<file path="src/rtl/twr_defines.svh">
// constants of the two-wire receiver controller: offsets, codes, timing
`ifndef TWR_DEFINES_SVH
`define TWR_DEFINES_SVH

// ****************************************************************
// register byte offsets
// ****************************************************************
`define TWR_OFS_DATA 8'h00
`define TWR_OFS_STAT 8'h04
`define TWR_OFS_OWN 8'h08
`define TWR_OFS_CTRL 8'h0C

// ****************************************************************
// reset values
// ****************************************************************
`define TWR_CTRL_RST 8'h00
`define TWR_OWN_RST 8'h00
`define TWR_DATA_RST 8'hFF

// ****************************************************************
// status codes, prescaler bits excluded
// ****************************************************************
`define TWR_ST_START 8'h08
`define TWR_ST_RSTART 8'h10
`define TWR_ST_AW_ACK 8'h18
`define TWR_ST_AW_NACK 8'h20
`define TWR_ST_DT_ACK 8'h28
`define TWR_ST_DT_NACK 8'h30
`define TWR_ST_ARB 8'h38
`define TWR_ST_AR_ACK 8'h40
`define TWR_ST_AR_NACK 8'h48
`define TWR_ST_DR_ACK 8'h50
`define TWR_ST_DR_NACK 8'h58
`define TWR_ST_SW_ADR 8'h60
`define TWR_ST_SW_ARB 8'h68
`define TWR_ST_GC_ADR 8'h70
`define TWR_ST_GC_ARB 8'h78
`define TWR_ST_SD_ACK 8'h80
`define TWR_ST_SD_NACK 8'h88
`define TWR_ST_GD_ACK 8'h90
`define TWR_ST_GD_NACK 8'h98
`define TWR_ST_SR_ADR 8'hA8
`define TWR_ST_SR_ARB 8'hB0
`define TWR_ST_ST_ACK 8'hB8
`define TWR_ST_ST_NACK 8'hC0
`define TWR_ST_IDLE 8'hF8

// ****************************************************************
// timing: half period of the generated bus clock
// ****************************************************************
`define TWR_HALF_NS 2500
`define TWR_CLK_MHZ 40
`define TWR_HALF_CYC ((`TWR_HALF_NS * `TWR_CLK_MHZ + 999) / 1000)

`endif

</file>
<file path="src/rtl/twr_pkg.sv">
// types of the two-wire receiver controller
package twr_pkg;

  typedef enum logic [2:0] {
    S_IDLE, S_WAIT_FREE, S_START, S_XFER, S_HOLD, S_STOP
  } twr_fsm_t;

  typedef enum logic [2:0] {
    R_DATA, R_STAT, R_OWN, R_CTRL, R_NONE
  } twr_reg_t;

  typedef struct packed {
    logic done;
    logic ack_en;
    logic start_bit_field;
    logic stop_bit_field;
    logic wcol;
    logic en;
    logic rsvd;
    logic irq_en;
  } twr_ctrl_t;

  typedef struct packed {
    logic scl_m;
    logic scl_s;
    logic scl_p;
    logic sda_m;
    logic sda_s;
    logic sda_p;
    twr_fsm_t fsm;
    logic [1:0] step;
    logic [7:0] tmr;
    logic [3:0] bitcnt;
    logic [7:0] sh;
    logic tx;
    logic master;
    logic slave;
    logic gc;
    logic arb;
    logic addr_ph;
    logic ack_out;
    logic got_ack;
    logic busy;
    logic rs;
    logic scl_low;
    logic sda_low;
    logic wake;
    twr_ctrl_t ctrl;
    logic [7:0] own;
    logic [7:0] data;
    logic [7:0] stat;
    logic [1:0] pre;
    logic [7:0] ahb_addr;
    logic ahb_wr;
    logic [31:0] hrdata;
  } twr_state_t;

endpackage

</file>
<file path="src/rtl/twr_ctrl.sv">
// two-wire controller: master receiver and slave receiver, AHB-Lite regs
`timescale 1ns/1ps
`include "twr_defines.svh"

// How it works
// [RQ1] at 08 send loaded read address, sample ack
// [RQ2] at 10 send read or write address
// [RQ3] at 38 release bus or start when free
// [RQ4] at 40/50 receive byte, ack per ack_enable
// [RQ5] at 48 restart, stop, or stop then start
// [RQ6] at 58 restart, stop, or stop then start
// [RQ7] hardware clears stop_request on every stop sent
// [RQ8] status codes compare with prescaler bits masked
// [RQ9] upper seven own address bits are slave address
// [RQ10] general_call_enable enables answering address 00
// [RQ11] software sets enable and ack for slave receive
// [RQ12] direction bit 0 slave receive, else transmit
// [RQ13] own address with write sets flag and status
// [RQ14] arbitration lost then addressed reports 68 or 78
// [RQ15] ack_enable cleared gives not-ack after next byte
// [RQ16] ack_enable low ignores own address, keeps monitoring
// [RQ17] deep sleep address match acks, wakes, stretches
// [RQ18] writing one clears flag and releases clock
// [RQ19] data register not updated while deeply asleep
// [RQ20] clock line held low while flag is set; code leaves it released at 38, as neither master nor slave
module twr_ctrl (
  // clock, reset, enable
  input wire logic hclk,
  input wire logic hresetn,
  input wire logic ce,
  // ahb-lite slave
  input wire logic hsel,
  input wire logic [31:0] haddr,
  input wire logic [1:0] htrans,
  input wire logic hwrite,
  input wire logic [2:0] hsize,
  input wire logic [31:0] hwdata,
  input wire logic hready,
  output logic [31:0] hrdata,
  output logic hreadyout,
  output logic hresp,
  // two-wire bus pins
  input wire logic scl_i,
  output logic scl_o,
  output logic scl_oe,
  input wire logic sda_i,
  output logic sda_o,
  output logic sda_oe,
  // power management
  input wire logic deep_sleep,
  output logic wake_req
);

  localparam logic [7:0] HALF_END = 8'(`TWR_HALF_CYC - 1);
  localparam twr_pkg::twr_state_t RST = '{
    fsm: twr_pkg::S_IDLE, stat: `TWR_ST_IDLE, ctrl: `TWR_CTRL_RST,
    own: `TWR_OWN_RST, data: `TWR_DATA_RST, default: '0};

  twr_pkg::twr_state_t r_q;
  twr_pkg::twr_state_t r_d;

  // ****************************************************************
  // register decode
  // ****************************************************************
  function automatic twr_pkg::twr_reg_t reg_sel(input logic [7:0] a);
    twr_pkg::twr_reg_t s;
    s = twr_pkg::R_NONE;
    case (a)
      `TWR_OFS_DATA: s = twr_pkg::R_DATA;
      `TWR_OFS_STAT: s = twr_pkg::R_STAT;
      `TWR_OFS_OWN: s = twr_pkg::R_OWN;
      `TWR_OFS_CTRL: s = twr_pkg::R_CTRL;
      default: s = twr_pkg::R_NONE;
    endcase
    return s;
  endfunction

  function automatic logic [31:0] rd_val(input twr_pkg::twr_reg_t s,
                                         input twr_pkg::twr_state_t st);
    logic [31:0] v;
    v = 32'h0000_0000;
    case (s)
      twr_pkg::R_DATA: v = {24'h00_0000, st.data};
      twr_pkg::R_STAT: v = {24'h00_0000, st.stat[7:3], 1'b0, st.pre};
      twr_pkg::R_OWN: v = {24'h00_0000, st.own};
      twr_pkg::R_CTRL: v = {24'h00_0000, st.ctrl};
      default: v = 32'h0000_0000;
    endcase
    return v;
  endfunction

  logic scl_rise;
  logic scl_fall;
  logic start_ev;
  logic stop_ev;
  logic half_done;
  logic go;
  logic own_hit;
  logic gc_hit;
  logic [7:0] code;

  // edges are taken from the second sync stage onward only
  assign scl_rise = r_q.scl_s & ~r_q.scl_p;
  assign scl_fall = ~r_q.scl_s & r_q.scl_p;
  assign start_ev = r_q.scl_s & r_q.scl_p & r_q.sda_p & ~r_q.sda_s;
  assign stop_ev = r_q.scl_s & r_q.scl_p & ~r_q.sda_p & r_q.sda_s;
  assign half_done = r_q.tmr == HALF_END;
  assign own_hit = r_q.sh[7:1] == r_q.own[7:1]; // RQ9
  assign gc_hit = (r_q.sh == 8'h00) & r_q.own[0]; // RQ10
  // codes compared without the prescaler bits
  assign code = {r_q.stat[7:3], 3'h0}; // RQ8

  // ****************************************************************
  // next state
  // ****************************************************************
  always_comb begin
    r_d = r_q;
    go = 1'b0;
    r_d.scl_m = scl_i;
    r_d.scl_s = r_q.scl_m;
    r_d.scl_p = r_q.scl_s;
    r_d.sda_m = sda_i;
    r_d.sda_s = r_q.sda_m;
    r_d.sda_p = r_q.sda_s;

    // bus data phase writes
    if (r_q.ahb_wr) begin
      unique case (reg_sel(r_q.ahb_addr))
        twr_pkg::R_DATA: begin
          // writing data while the engine owns it is flagged, not applied
          if (r_q.ctrl.done) begin
            r_d.data = hwdata[7:0];
            r_d.ctrl.wcol = 1'b0;
          end else begin
            r_d.ctrl.wcol = 1'b1;
          end
        end
        twr_pkg::R_STAT: r_d.pre = hwdata[1:0];
        twr_pkg::R_OWN: r_d.own = hwdata[7:0];
        twr_pkg::R_CTRL: begin
          r_d.ctrl.ack_en = hwdata[6];
          r_d.ctrl.start_bit_field = hwdata[5];
          r_d.ctrl.stop_bit_field = hwdata[4];
          r_d.ctrl.en = hwdata[2];
          r_d.ctrl.irq_en = hwdata[0];
          if (hwdata[7]) begin
            r_d.ctrl.done = 1'b0; // RQ18
            go = 1'b1;
          end
        end
        twr_pkg::R_NONE: r_d.ctrl = r_d.ctrl;
      endcase
    end

    // bus address phase; read data captured here, zero wait states
    r_d.ahb_wr = 1'b0;
    if (hsel && hready && htrans[1]) begin
      r_d.ahb_addr = haddr[7:0];
      r_d.ahb_wr = hwrite;
      if (!hwrite) begin
        r_d.hrdata = rd_val(reg_sel(haddr[7:0]), r_q);
      end
    end

    if (start_ev) begin
      r_d.busy = 1'b1;
    end
    if (stop_ev) begin
      r_d.busy = 1'b0;
    end
    if (!deep_sleep) begin
      r_d.wake = 1'b0;
    end

    unique case (r_q.fsm)
      twr_pkg::S_IDLE, twr_pkg::S_WAIT_FREE: begin
        r_d.scl_low = 1'b0;
        r_d.sda_low = 1'b0;
        if (r_q.fsm == twr_pkg::S_IDLE && r_q.ctrl.start_bit_field && !r_q.ctrl.done) begin
          r_d.fsm = twr_pkg::S_WAIT_FREE;
        end
        // slave logic keeps listening even with ack disabled
        if (start_ev) begin // RQ16
          r_d.fsm = twr_pkg::S_XFER;
          r_d.bitcnt = 4'hF;
          r_d.addr_ph = 1'b1;
          r_d.tx = 1'b0;
          r_d.slave = 1'b0;
          r_d.gc = 1'b0;
          r_d.arb = 1'b0;
        end else if (r_q.fsm == twr_pkg::S_WAIT_FREE && !r_q.busy &&
                     r_q.scl_s && r_q.sda_s) begin
          r_d.fsm = twr_pkg::S_START; // RQ3
          r_d.master = 1'b1;
          r_d.rs = 1'b0;
          r_d.step = 2'd0;
          r_d.tmr = 8'h00;
        end
      end

      twr_pkg::S_START: begin
        r_d.tmr = half_done ? 8'h00 : r_q.tmr + 8'h01;
        unique case (r_q.step)
          2'd2: begin
            r_d.sda_low = 1'b0;
            if (half_done) begin
              r_d.scl_low = 1'b0;
              r_d.step = 2'd3;
            end
          end
          2'd3: begin
            // wait for the clock really high; slaves may stretch it
            if (!r_q.scl_s) begin
              r_d.tmr = 8'h00;
            end else if (half_done) begin
              r_d.step = 2'd0;
            end
          end
          2'd0: begin
            r_d.sda_low = 1'b1;
            if (half_done) begin
              r_d.step = 2'd1;
            end
          end
          2'd1: begin
            r_d.scl_low = 1'b1;
            if (half_done) begin
              r_d.stat = r_q.rs ? `TWR_ST_RSTART : `TWR_ST_START;
              r_d.ctrl.done = 1'b1;
              r_d.fsm = twr_pkg::S_HOLD;
            end
          end
        endcase
      end

      twr_pkg::S_XFER: begin
        // master clock generator, low half then high half
        if (r_q.master) begin
          r_d.tmr = half_done ? 8'h00 : r_q.tmr + 8'h01;
          if (r_q.step == 2'd0) begin
            if (half_done) begin
              r_d.scl_low = 1'b0;
              r_d.step = 2'd1;
            end
          end else if (!r_q.scl_s) begin
            r_d.tmr = 8'h00;
          end else if (half_done) begin
            r_d.scl_low = 1'b1;
            r_d.step = 2'd0;
          end
        end
        if (scl_rise) begin
          if (r_q.bitcnt < 4'h8) begin
            r_d.sh = {r_q.sh[6:0], r_q.sda_s};
            // sent a one, saw a zero: another master wins
            if (r_q.tx && r_q.master && !r_q.sda_low && !r_q.sda_s) begin
              r_d.master = 1'b0;
              r_d.arb = 1'b1;
              r_d.tx = 1'b0;
              r_d.scl_low = 1'b0;
            end
          end else begin
            r_d.got_ack = ~r_q.sda_s;
            if (r_q.master && !r_q.tx && !r_q.sda_low && !r_q.sda_s) begin
              r_d.master = 1'b0;
              r_d.arb = 1'b1;
              r_d.scl_low = 1'b0;
            end
          end
        end
        if (scl_fall) begin
          if (r_q.bitcnt < 4'h7) begin
            r_d.bitcnt = r_q.bitcnt + 4'h1;
            r_d.sda_low = r_q.tx & ~r_q.sh[7];
          end else if (r_q.bitcnt == 4'h7) begin
            r_d.bitcnt = 4'h8;
            r_d.sda_low = 1'b0;
            if (!deep_sleep) begin
              r_d.data = r_q.sh; // RQ19
            end
            if (r_q.tx) begin
              r_d.sda_low = 1'b0;
            end else if (r_q.addr_ph && !r_q.master) begin
              if (r_q.ctrl.ack_en && (own_hit || gc_hit)) begin // RQ16
                r_d.sda_low = 1'b1;
                r_d.slave = 1'b1;
                r_d.gc = gc_hit & ~own_hit;
                r_d.wake = deep_sleep; // RQ17
              end else if (r_q.arb) begin
                r_d.stat = `TWR_ST_ARB;
                r_d.ctrl.done = 1'b1;
                r_d.fsm = twr_pkg::S_HOLD;
              end else begin
                r_d.fsm = twr_pkg::S_IDLE;
              end
            end else begin
              // ack_enable looked at only when the ack is driven
              r_d.sda_low = r_q.ctrl.ack_en; // RQ4 RQ15
              r_d.ack_out = r_q.ctrl.ack_en;
            end
          end else if (r_q.bitcnt == 4'hF) begin
            // this fall ends the start condition, not a bit
            r_d.bitcnt = 4'h0;
          end else begin
            r_d.sda_low = 1'b0;
            r_d.bitcnt = 4'h0;
            r_d.addr_ph = 1'b0;
            r_d.ctrl.done = 1'b1; // RQ13
            r_d.fsm = twr_pkg::S_HOLD;
            r_d.tmr = 8'h00;
            r_d.step = 2'd0;
            r_d.scl_low = r_q.master | r_q.slave; // RQ20
            if (r_q.master && r_q.addr_ph) begin
              if (r_q.sh[0]) begin
                r_d.stat = r_q.got_ack ? `TWR_ST_AR_ACK : `TWR_ST_AR_NACK;
              end else begin
                r_d.stat = r_q.got_ack ? `TWR_ST_AW_ACK : `TWR_ST_AW_NACK;
              end
            end else if (r_q.master) begin
              if (r_q.tx) begin
                r_d.stat = r_q.got_ack ? `TWR_ST_DT_ACK : `TWR_ST_DT_NACK;
              end else begin
                r_d.stat = r_q.ack_out ? `TWR_ST_DR_ACK : `TWR_ST_DR_NACK;
              end
            end else if (!r_q.slave) begin
              r_d.stat = `TWR_ST_ARB;
            end else if (r_q.addr_ph) begin
              // direction bit picks receive or transmit
              if (r_q.sh[0]) begin // RQ12
                r_d.stat = r_q.arb ? `TWR_ST_SR_ARB : `TWR_ST_SR_ADR;
              end else if (r_q.gc) begin
                r_d.stat = r_q.arb ? `TWR_ST_GC_ARB : `TWR_ST_GC_ADR; // RQ14
              end else begin
                r_d.stat = r_q.arb ? `TWR_ST_SW_ARB : `TWR_ST_SW_ADR; // RQ14
              end
            end else if (r_q.tx) begin
              r_d.stat = r_q.got_ack ? `TWR_ST_ST_ACK : `TWR_ST_ST_NACK;
            end else if (r_q.gc) begin
              r_d.stat = r_q.ack_out ? `TWR_ST_GD_ACK : `TWR_ST_GD_NACK;
            end else begin
              r_d.stat = r_q.ack_out ? `TWR_ST_SD_ACK : `TWR_ST_SD_NACK;
            end
          end
        end
        // a new start restarts address reception; a stop ends slave work
        if (!r_q.master && start_ev) begin
          r_d.bitcnt = 4'hF;
          r_d.addr_ph = 1'b1;
          r_d.tx = 1'b0;
          r_d.slave = 1'b0;
          r_d.gc = 1'b0;
          r_d.sda_low = 1'b0;
        end else if (!r_q.master && stop_ev) begin
          r_d.fsm = twr_pkg::S_IDLE;
          r_d.slave = 1'b0;
        end
      end

      twr_pkg::S_HOLD: begin
        r_d.scl_low = r_q.master | r_q.slave; // RQ17 RQ20
        if (go) begin
          r_d.bitcnt = 4'h0;
          r_d.tmr = 8'h00;
          r_d.step = 2'd0;
          r_d.fsm = twr_pkg::S_XFER;
          case (code)
            `TWR_ST_START, `TWR_ST_RSTART: begin
              // address byte taken from data, read or write
              r_d.sh = r_q.data; // RQ1 RQ2
              r_d.tx = 1'b1;
              r_d.addr_ph = 1'b1;
              r_d.sda_low = ~r_q.data[7];
            end
            `TWR_ST_AR_ACK, `TWR_ST_DR_ACK: begin
              r_d.tx = 1'b0; // RQ4
              r_d.sda_low = 1'b0;
            end
            `TWR_ST_AW_ACK, `TWR_ST_AW_NACK, `TWR_ST_DT_ACK,
            `TWR_ST_DT_NACK, `TWR_ST_AR_NACK, `TWR_ST_DR_NACK: begin
              if (r_d.ctrl.stop_bit_field) begin
                r_d.fsm = twr_pkg::S_STOP; // RQ5 RQ6
              end else if (r_d.ctrl.start_bit_field) begin
                r_d.fsm = twr_pkg::S_START; // RQ5 RQ6
                r_d.rs = 1'b1;
                r_d.step = 2'd2;
              end else begin
                r_d.sh = r_q.data;
                r_d.tx = 1'b1;
                r_d.sda_low = ~r_q.data[7];
              end
            end
            `TWR_ST_SW_ADR, `TWR_ST_SW_ARB, `TWR_ST_GC_ADR, `TWR_ST_GC_ARB,
            `TWR_ST_SD_ACK, `TWR_ST_GD_ACK: begin
              r_d.tx = 1'b0;
              r_d.scl_low = 1'b0;
            end
            `TWR_ST_SR_ADR, `TWR_ST_SR_ARB, `TWR_ST_ST_ACK: begin
              r_d.sh = r_q.data;
              r_d.tx = 1'b1;
              r_d.sda_low = ~r_q.data[7];
              r_d.scl_low = 1'b0;
            end
            default: begin
              // arbitration lost or not-ack given or received as slave: step aside
              r_d.fsm = r_d.ctrl.start_bit_field ? twr_pkg::S_WAIT_FREE : twr_pkg::S_IDLE;
              r_d.master = 1'b0; // RQ3
              r_d.slave = 1'b0;
              r_d.gc = 1'b0;
              r_d.arb = 1'b0;
              r_d.scl_low = 1'b0;
              r_d.sda_low = 1'b0;
            end
          endcase
        end
      end

      twr_pkg::S_STOP: begin
        r_d.tmr = half_done ? 8'h00 : r_q.tmr + 8'h01;
        unique case (r_q.step)
          2'd0: begin
            r_d.sda_low = 1'b1;
            if (half_done) begin
              r_d.scl_low = 1'b0;
              r_d.step = 2'd1;
            end
          end
          2'd1: begin
            if (!r_q.scl_s) begin
              r_d.tmr = 8'h00;
            end else if (half_done) begin
              r_d.sda_low = 1'b0;
              r_d.step = 2'd2;
            end
          end
          default: begin
            // bus free time before a following start
            if (half_done) begin
              r_d.ctrl.stop_bit_field = 1'b0; // RQ7
              r_d.master = 1'b0;
              r_d.fsm = r_q.ctrl.start_bit_field ? twr_pkg::S_WAIT_FREE
                                     : twr_pkg::S_IDLE;
            end
          end
        endcase
      end
    endcase

    if (!r_d.ctrl.en) begin
      r_d.fsm = twr_pkg::S_IDLE;
      r_d.master = 1'b0;
      r_d.slave = 1'b0;
      r_d.scl_low = 1'b0;
      r_d.sda_low = 1'b0;
    end
  end

  // ****************************************************************
  // state register
  // ****************************************************************
  always_ff @(posedge hclk or negedge hresetn) begin
    if (!hresetn) begin
      r_q <= RST;
    end else if (ce) begin
      r_q <= r_d;
    end
  end

  // ****************************************************************
  // outputs
  // ****************************************************************
  assign hrdata = r_q.hrdata;
  assign hreadyout = 1'b1;
  assign hresp = 1'b0;
  assign scl_o = 1'b0;
  assign scl_oe = r_q.scl_low;
  assign sda_o = 1'b0;
  assign sda_oe = r_q.sda_low;
  assign wake_req = r_q.wake;

endmodule // twr_ctrl

</file>
<file path="config.mk">
export PLATFORM = sky130hd
export DESIGN_NAME = twr_ctrl
export DESIGN_NICKNAME = d
export VERILOG_FILES = /design/src/rtl/twr_pkg.sv /design/src/rtl/twr_ctrl.sv
export VERILOG_INCLUDE_DIRS = /design/src /design/src/rtl
export SDC_FILE = /design/constraint.sdc
export NUM_CORES = 1
export LEC_CHECK = 0
export BUFFER_PORTS_ARGS = -buffer_cell sky130_fd_sc_hd__buf_2
export CORE_ASPECT_RATIO = 0.5
export CORE_MARGIN = 3
export CORE_UTILIZATION = 57
export DETAILED_ROUTE_END_ITERATION = 6
export GPL_TIMING_DRIVEN = 0
export PLACE_DENSITY = 0.82
export RECOVER_POWER = 25
export SYNTH_ARGS = -nofsm -noshare
export SYNTH_HDL_FRONTEND = slang
export SYNTH_SLANG_ARGS = --single-unit
</file>
<file path="constraint.sdc">
create_clock -name hclk -period 2.85 [get_ports hclk]
set_clock_uncertainty 0.05 [all_clocks]
set_input_delay 0.1425 -clock hclk [delete_from_list [all_inputs] [get_ports hclk]]
set_output_delay 0.1425 -clock hclk [all_outputs]
set_load 0.1 [all_outputs]
</file>
==> run metrics, run 1 <==
outcome=finished clean; Final Hold Fails=0; Slew headroom=0.301; Root Driver=clkbuf_16; cell taking the most area after synthesis=dfrtp_1; CP max FO=10; Post-synth EDFFs=0; register area share after synthesis=0.374; Yosys top cell area share=0.318; routed wire length per instance=20.0 µm; wirelength, routed=18,000 µm; largest net degree at the start of global routing=72; critical path's top delay family=compound AO/OA/AOI/OAI gates; via count=between 5,000 and 6,000; clock sink count=91; Sequential Power Share=0.389; port bufs=35; first-pass GRT wire length=28,700 µm; RSZ-0062 raised after global routing=no; layout cell share with drive strength beyond 1=0.229; drt initial violations=553; Worst setup SP type=register; Final min period=2750 ps; # nets final=840; P_int=2730 µW; Inserted Diodes=0; Switching Power=1860 µW; Ys Warns=0; Comb pwr share=0.340; Design Area, Final=7000 µm²; Die W=153 µm; Layout Cells excl Fill=899; CP Capture Type=register; Net Sw Frac=0.405; core area=10,300 µm²; final hold slack=9.26 ps; Slew @ Worst Pin=1050 ps; PD cells=about 660 nW/µm²; cell with the most instances after synthesis=dfrtp_1; Leak=0.00302 µW; dpl cells=875; crit-path cells=clkbuf_1, and4b_1, o311ai_0, a211oi_2, o21ai_1, nor2_1, o22a_1; # fillers=about 840; Peak VDD IR=0.445 mV; Residual DRC=0; synthesized area per cell=a little over 9 µm²; Max clock buf depth=2; Seq cells post-synth=slightly above 90; final worst slack=105 ps; Post-DP HPWL=13,200 µm; synth-to-layout area growth=14.2%; GRT Resource Usage Total=0.301; Crit path buffers/inverters=1; Crit path largest cell delay=approximately 690 ps; Slew Limit Fails=0; synth unique cells=87; DR vias/cell=roughly 6.4; first-pass detailed-route iteration total=6; CTS tree=yes; TritonCTS Buffers=9; ys async rst share=1.00; maxcap violations=0; gpl congestion=0.986; initial antenna violation count=0; die area=12,100 µm²; Routed Antenna Nets=0; slowest CP cell=o311ai_0; starting density of the core=0.593; Post-Synthesis Cells=about 670; setup slack at placement=-102 ps; final setup fails=0; Worst Hold Class=primary input to register; Cell Area, Synth=roughly 6000 µm²; Clock Latency Late Sink=between 300 and 400 ps; Max H-tree Level=3; critical path arrival=2930 ps; Clock power frac=0.271; Req. time, crit path=3040 ps; Reg clk slew, reported paths=70 ps; WS Path Type=register to register; Commonest cells post-synth=dfrtp_1, a21oi_1, nor2_1, nand2_1, o21ai_0; I/O pins=approximately 120; vias in the first global route=roughly 5,200; fin crit share=0.963; Post-Place Cell Area=6610 µm²; # rows=26; Top FF cell, synth=dfrtp_1; total grt overflow=0; die height=approximately 80 µm; synth top area cells=dfrtp_1, mux2_2, dfstp_2; achievable frequency=between 300 and 400 MHz
-- final cells by class --
type                    count  area (µm²)  share of cell area
repair buffers             45         272              0.0388
clock inverters             6        73.8              0.0105
flip-flops and latches     91        2290               0.328
plain buffers              79         453              0.0647
multi-input cells         510        3440               0.491
inverters                  18        67.6             0.00965
well taps                 140         175              0.0250
clock buffers              10         229              0.0327
-- cell families (layout without fill, tap and decap cells) --
group | Yosys count | in the layout | synth area share
buffers and inverters | 98 | 158 | 0.0855
muxes | 53 | 53 | 0.101
DFF | 91 | 91 | 0.374
other | 2 | 28 | 0.00122
AOI/OAI and AO/OA | 207 | 207 | 0.222
and+or+nand+nor | 203 | 203 | 0.184
xor gates and xnor gates | 11 | 11 | 0.0157
adders and majority gates | 8 | 8 | 0.0163
-- worst paths after layout --
check / from / endpoint / slack, ps / depth (start not counted)
hold / removal: deep_sleep / wake_req / 9 / 2
setup / recovery: r_d[113] / r_q[98] / 100 / 7
max in group asynchronous: hresetn / r_q[97] / 610 / 3
min in group asynchronous: hresetn / hrdata[7] / 460 / 2
setup reg to reg: r_d[113] / r_q[98] / 100 / 7
hold reg to reg: hrdata[0] / hrdata[0] / 440 / 2
-- layout by cell type, fill, tap and decap left out, types with 6 or more instances in the layout --
master | Yosys | layout
nand2b_1 | 8 | 8
xor2_1 | 8 | 8
mux2_2 | 36 | 36
o211ai_1 | 7 | 7
a211oi_1 | 11 | 11
nand3b_1 | 6 | 6
nor4_1 | 6 | 6
nand3_1 | 20 | 20
nor3b_1 | 8 | 8
o21ai_0 | 42 | 42
buf_2 | 10 | 44
conb_1 | 2 | 28
dfrtp_1 | 78 | 78
inv_1 | 17 | 17
a21oi_1 | 54 | 53
dfstp_2 | 13 | 13
clkbuf_16 | 0 | 9
nand4_1 | 7 | 7
buf_4 | 36 | 36
nor2_1 | 44 | 44
dlygate4sd3_1 | 0 | 9
ha_1 | 8 | 8
mux2i_1 | 13 | 12
nor3_1 | 13 | 13
clkbuf_1 | 28 | 29
o31ai_1 | 13 | 12
nand2_1 | 43 | 43
a31oi_1 | 13 | 13
and3_1 | 6 | 6
o22ai_1 | 13 | 13
-- routing by layer --
metal  vias to the layer above  GRT usage  wire length (µm)
li1                       2621          -                 -
met1                      2759      0.415              7710
met2                       340      0.470              7990
met3                        36     0.0844              2000
met4                         0     0.0809               304
met5                         -          0                 0
-- power by group through the flow --
stage,Sequential [µW],Clock [µW],Combinational [µW]
after global placement,1780,0,1470
after floorplan,1720,0,1140
final,1790,1240,1560
after CTS,1770,1260,1530
after detailed placement,1800,0,1500
after global routing,1820,1310,1710
-- per-stage QoR --
stage | TNS, ps | total power, µW | util
6_report | 0 | 4590 | 0.677
5_1_grt | 0 | 4840 | 0.677
4_1_cts | 0 | 4560 | 0.678
3_3_place_gp | -60.9 | 3240 | 0.636
3_5_place_dp | -188 | 3300 | 0.639
2_1_floorplan | 0 | 2850 | -
-- worst register-to-register path, stage by stage (launching register included) --
cell	delay, ps
dfrtp_1	320
clkbuf_1	390
and4b_1	300
o311ai_0	690
a211oi_2	210
o21ai_1	370
nor2_1	100
o22a_1	190
-- state kept, by name, summed over array words and instances, names as in the netlist --
signal,flops
code,5
hrdata,8
r_d,4
r_q,71
scl_oe,1
sda_oe,1
wake_req,1
-- what timing repair did --
action,4_1_cts,5_1_grt
setup endpoints to repair,9,10
hold buffers,9,0
endpoints found under the hold margin,29,0
gates resized for setup,2,3
setup buffers,0,0
Power figures use the tool's default switching activity.
==> inputs of run 2 (changes only) <==
==> constraint.sdc (replaced) <==
create_clock -name hclk -period 2.85 [get_ports hclk]
set_clock_uncertainty 0.05 [all_clocks]
set_input_delay 0.57 -clock hclk [delete_from_list [all_inputs] [get_ports hclk]]
set_output_delay 0.57 -clock hclk [all_outputs]
set_load 0.1 [all_outputs]
==> run 2 against run 1 <==
  * Worst setup slack got worse by 54 ps
  * Global-route usage decreased by 0.34 points
  * Via count decreased by 1.4%
  * Design area decreased by 1.4%
  * Clock power about the same
  * Clock-buffer cell count unchanged
  * Die area unchanged
  * Hold slack improved by 320 ps
  * Fmax decreased by 1.9%
  * Sequential share of layout area increased by 0.47 points
  * Final cell count decreased by 1.0%
==> run metrics, run 2 (synthesized netlist as in run 1, its figures left out) <==
Post-DP HPWL=13,200 µm (unchanged); most frequent cells in the layout=dfrtp_1, a21oi_1, nor2_1, buf_2, nand2_1 (unchanged); Net Sw Frac=0.406 (was 0.405); fin crit share=0.982 (was 0.963); Final min period=2800 ps (was 2750 ps); Leak=0.00298 µW (was 0.00302 µW); CTS tree=yes (unchanged); Final Hold Fails=0 (unchanged); dpl cells=875 (unchanged); starting density of the core=0.593 (unchanged); I/O pins=117 (unchanged); CP Capture Type=register (unchanged); total grt overflow=0 (unchanged); Post-Place Cell Area=6610 µm² (unchanged); setup slack at placement=-102 ps (unchanged); Worst setup SP type=register (unchanged); initial antenna violation count=0 (unchanged); first-pass GRT wire length=28,400 µm (was 28,700 µm); Worst Hold Class=primary input to async pin (was primary input to register); WS Path Type=register to register (unchanged); max reg flops=71 (unchanged); most common cell after layout, fill and taps aside=dfrtp_1 (unchanged); RSZ-0062 raised after global routing=no (unchanged); DR vias/cell=6.37 (was 6.40); outcome=finished clean (unchanged); register bank with the most flops=r_q (unchanged); maxcap violations=0 (unchanged); final setup fails=0 (unchanged); drt initial violations=562 (was 553); die height=79.3 µm (unchanged); synth-to-layout area growth=12.5% (was 14.2%); PD cells=664 nW/µm² (was 656 nW/µm²); gpl congestion=0.986 (unchanged); final worst slack=51.5 ps (was 105 ps); critical path arrival=2990 ps (was 2930 ps); Die W=153 µm (unchanged); # nets final=831 (was 840); number of setup buffers added after CTS=0 (unchanged); Routed Antenna Nets=0 (unchanged); port bufs=35 (unchanged); largest net degree at the start of global routing=72 (unchanged); vias in the first global route=5,167 (was 5,248); CP max FO=9 (was 10); achievable frequency=357 MHz (was 364 MHz); Max H-tree Level=3 (unchanged); Slew @ Worst Pin=1050 ps (about the same); Peak VDD IR=0.446 mV (was 0.445 mV); Max clock buf depth=2 (unchanged); P_int=2720 µW (was 2730 µW); Residual DRC=0 (unchanged); Design Area, Final=6900 µm² (was 7000 µm²); Inserted Diodes=0 (unchanged); clock sink count=91 (unchanged); # fillers=854 (was 842); # rows=26 (unchanged); TritonCTS Buffers=9 (unchanged); Clock power frac=0.271 (about the same); GRT Resource Usage Total=0.297 (was 0.301); core area=10,300 µm² (unchanged); Req. time, crit path=3040 ps (about the same); routed wire length per instance=20.0 µm (about the same); Comb pwr share=0.340 (about the same); layout cell share with drive strength beyond 1=0.232 (was 0.229); Reg clk slew, reported paths=70 ps (about the same); Switching Power=1860 µW (about the same); via count=5,673 (was 5,756); first-pass detailed-route iteration total=6 (unchanged); Slew Limit Fails=0 (unchanged); wirelength, routed=17,800 µm (was 18,000 µm); Slew headroom=0.303 (was 0.301); die area=12,100 µm² (unchanged); Sequential Power Share=0.389 (about the same); Layout Cells excl Fill=890 (was 899); Post-CTS Hold Fix Bufs=0 (was 9); Root Driver=clkbuf_16 (unchanged); Clock Latency Late Sink=350 ps (about the same)
run 2: routing by layer:
layer  GRT usage  vias to the layer above  share of wire
met5           0                        -              0
met4      0.0738                        0          0.014
met3      0.0811                       34           0.10
met2       0.466                      300           0.45
met1       0.414                     2738           0.44
li1            -                     2601              -
run 2: timing repair:
action                     4_1_cts  5_1_grt
setup endpoints to repair        9        9
hold endpoints to repair         0        0
gates resized for setup          2        2
run 2: final cells by class:
cell class              count  area, µm²  share of cell area
repair buffers             36        181              0.0263
multi-input cells         510       3430               0.497
flip-flops and latches     91       2290               0.332
plain buffers              79        453              0.0656
inverters                  18       67.6             0.00979
well taps                 140        175              0.0254
clock buffers              10        229              0.0332
clock inverters             6       73.8              0.0107
run 2: path summary, 6_finish.rpt:
kind | slack [ps] | cells past startpoint | to | startpoint
worst max-delay path | 50 | 7 | sda_oe | r_q[38]
worst min-delay path | 330 | 1 | hrdata[7] | hresetn
worst max register to register | 50 | 7 | sda_oe | r_q[38]
worst min register to register | 440 | 2 | hrdata[2] | hrdata[2]
max in group asynchronous | 760 | 2 | r_q[97] | hresetn
min in group hclk | 410 | 2 | r_q[39] | haddr[6]
run 2: metrics by stage:
stage	power, µW	util	TNS (ps)	hold WS, ps
floorplan	2850	-	0	224
global placement	3240	0.636	-60.9	410
detailed placement	3300	0.639	-188	424
CTS	4550	0.669	0	51.1
global route	4820	0.667	0	413
finish	4580	0.667	0	328
run 2: critical path: stages, from the launching register on:
cell	delay [ps]
dfrtp_1	410
nor4_4	450
and3_2	260
buf_6	120
mux2i_2	660
nor2_1	180
a22o_1	290
mux2_2	270
run 2: power by group through the flow:
stage	combinational [µW]	clock, µW	sequential, µW
2_1_floorplan	1140	0	1720
3_3_place_gp	1470	0	1780
3_5_place_dp	1500	0	1800
4_1_cts	1520	1260	1770
5_1_grt	1700	1310	1820
6_report	1560	1240	1780
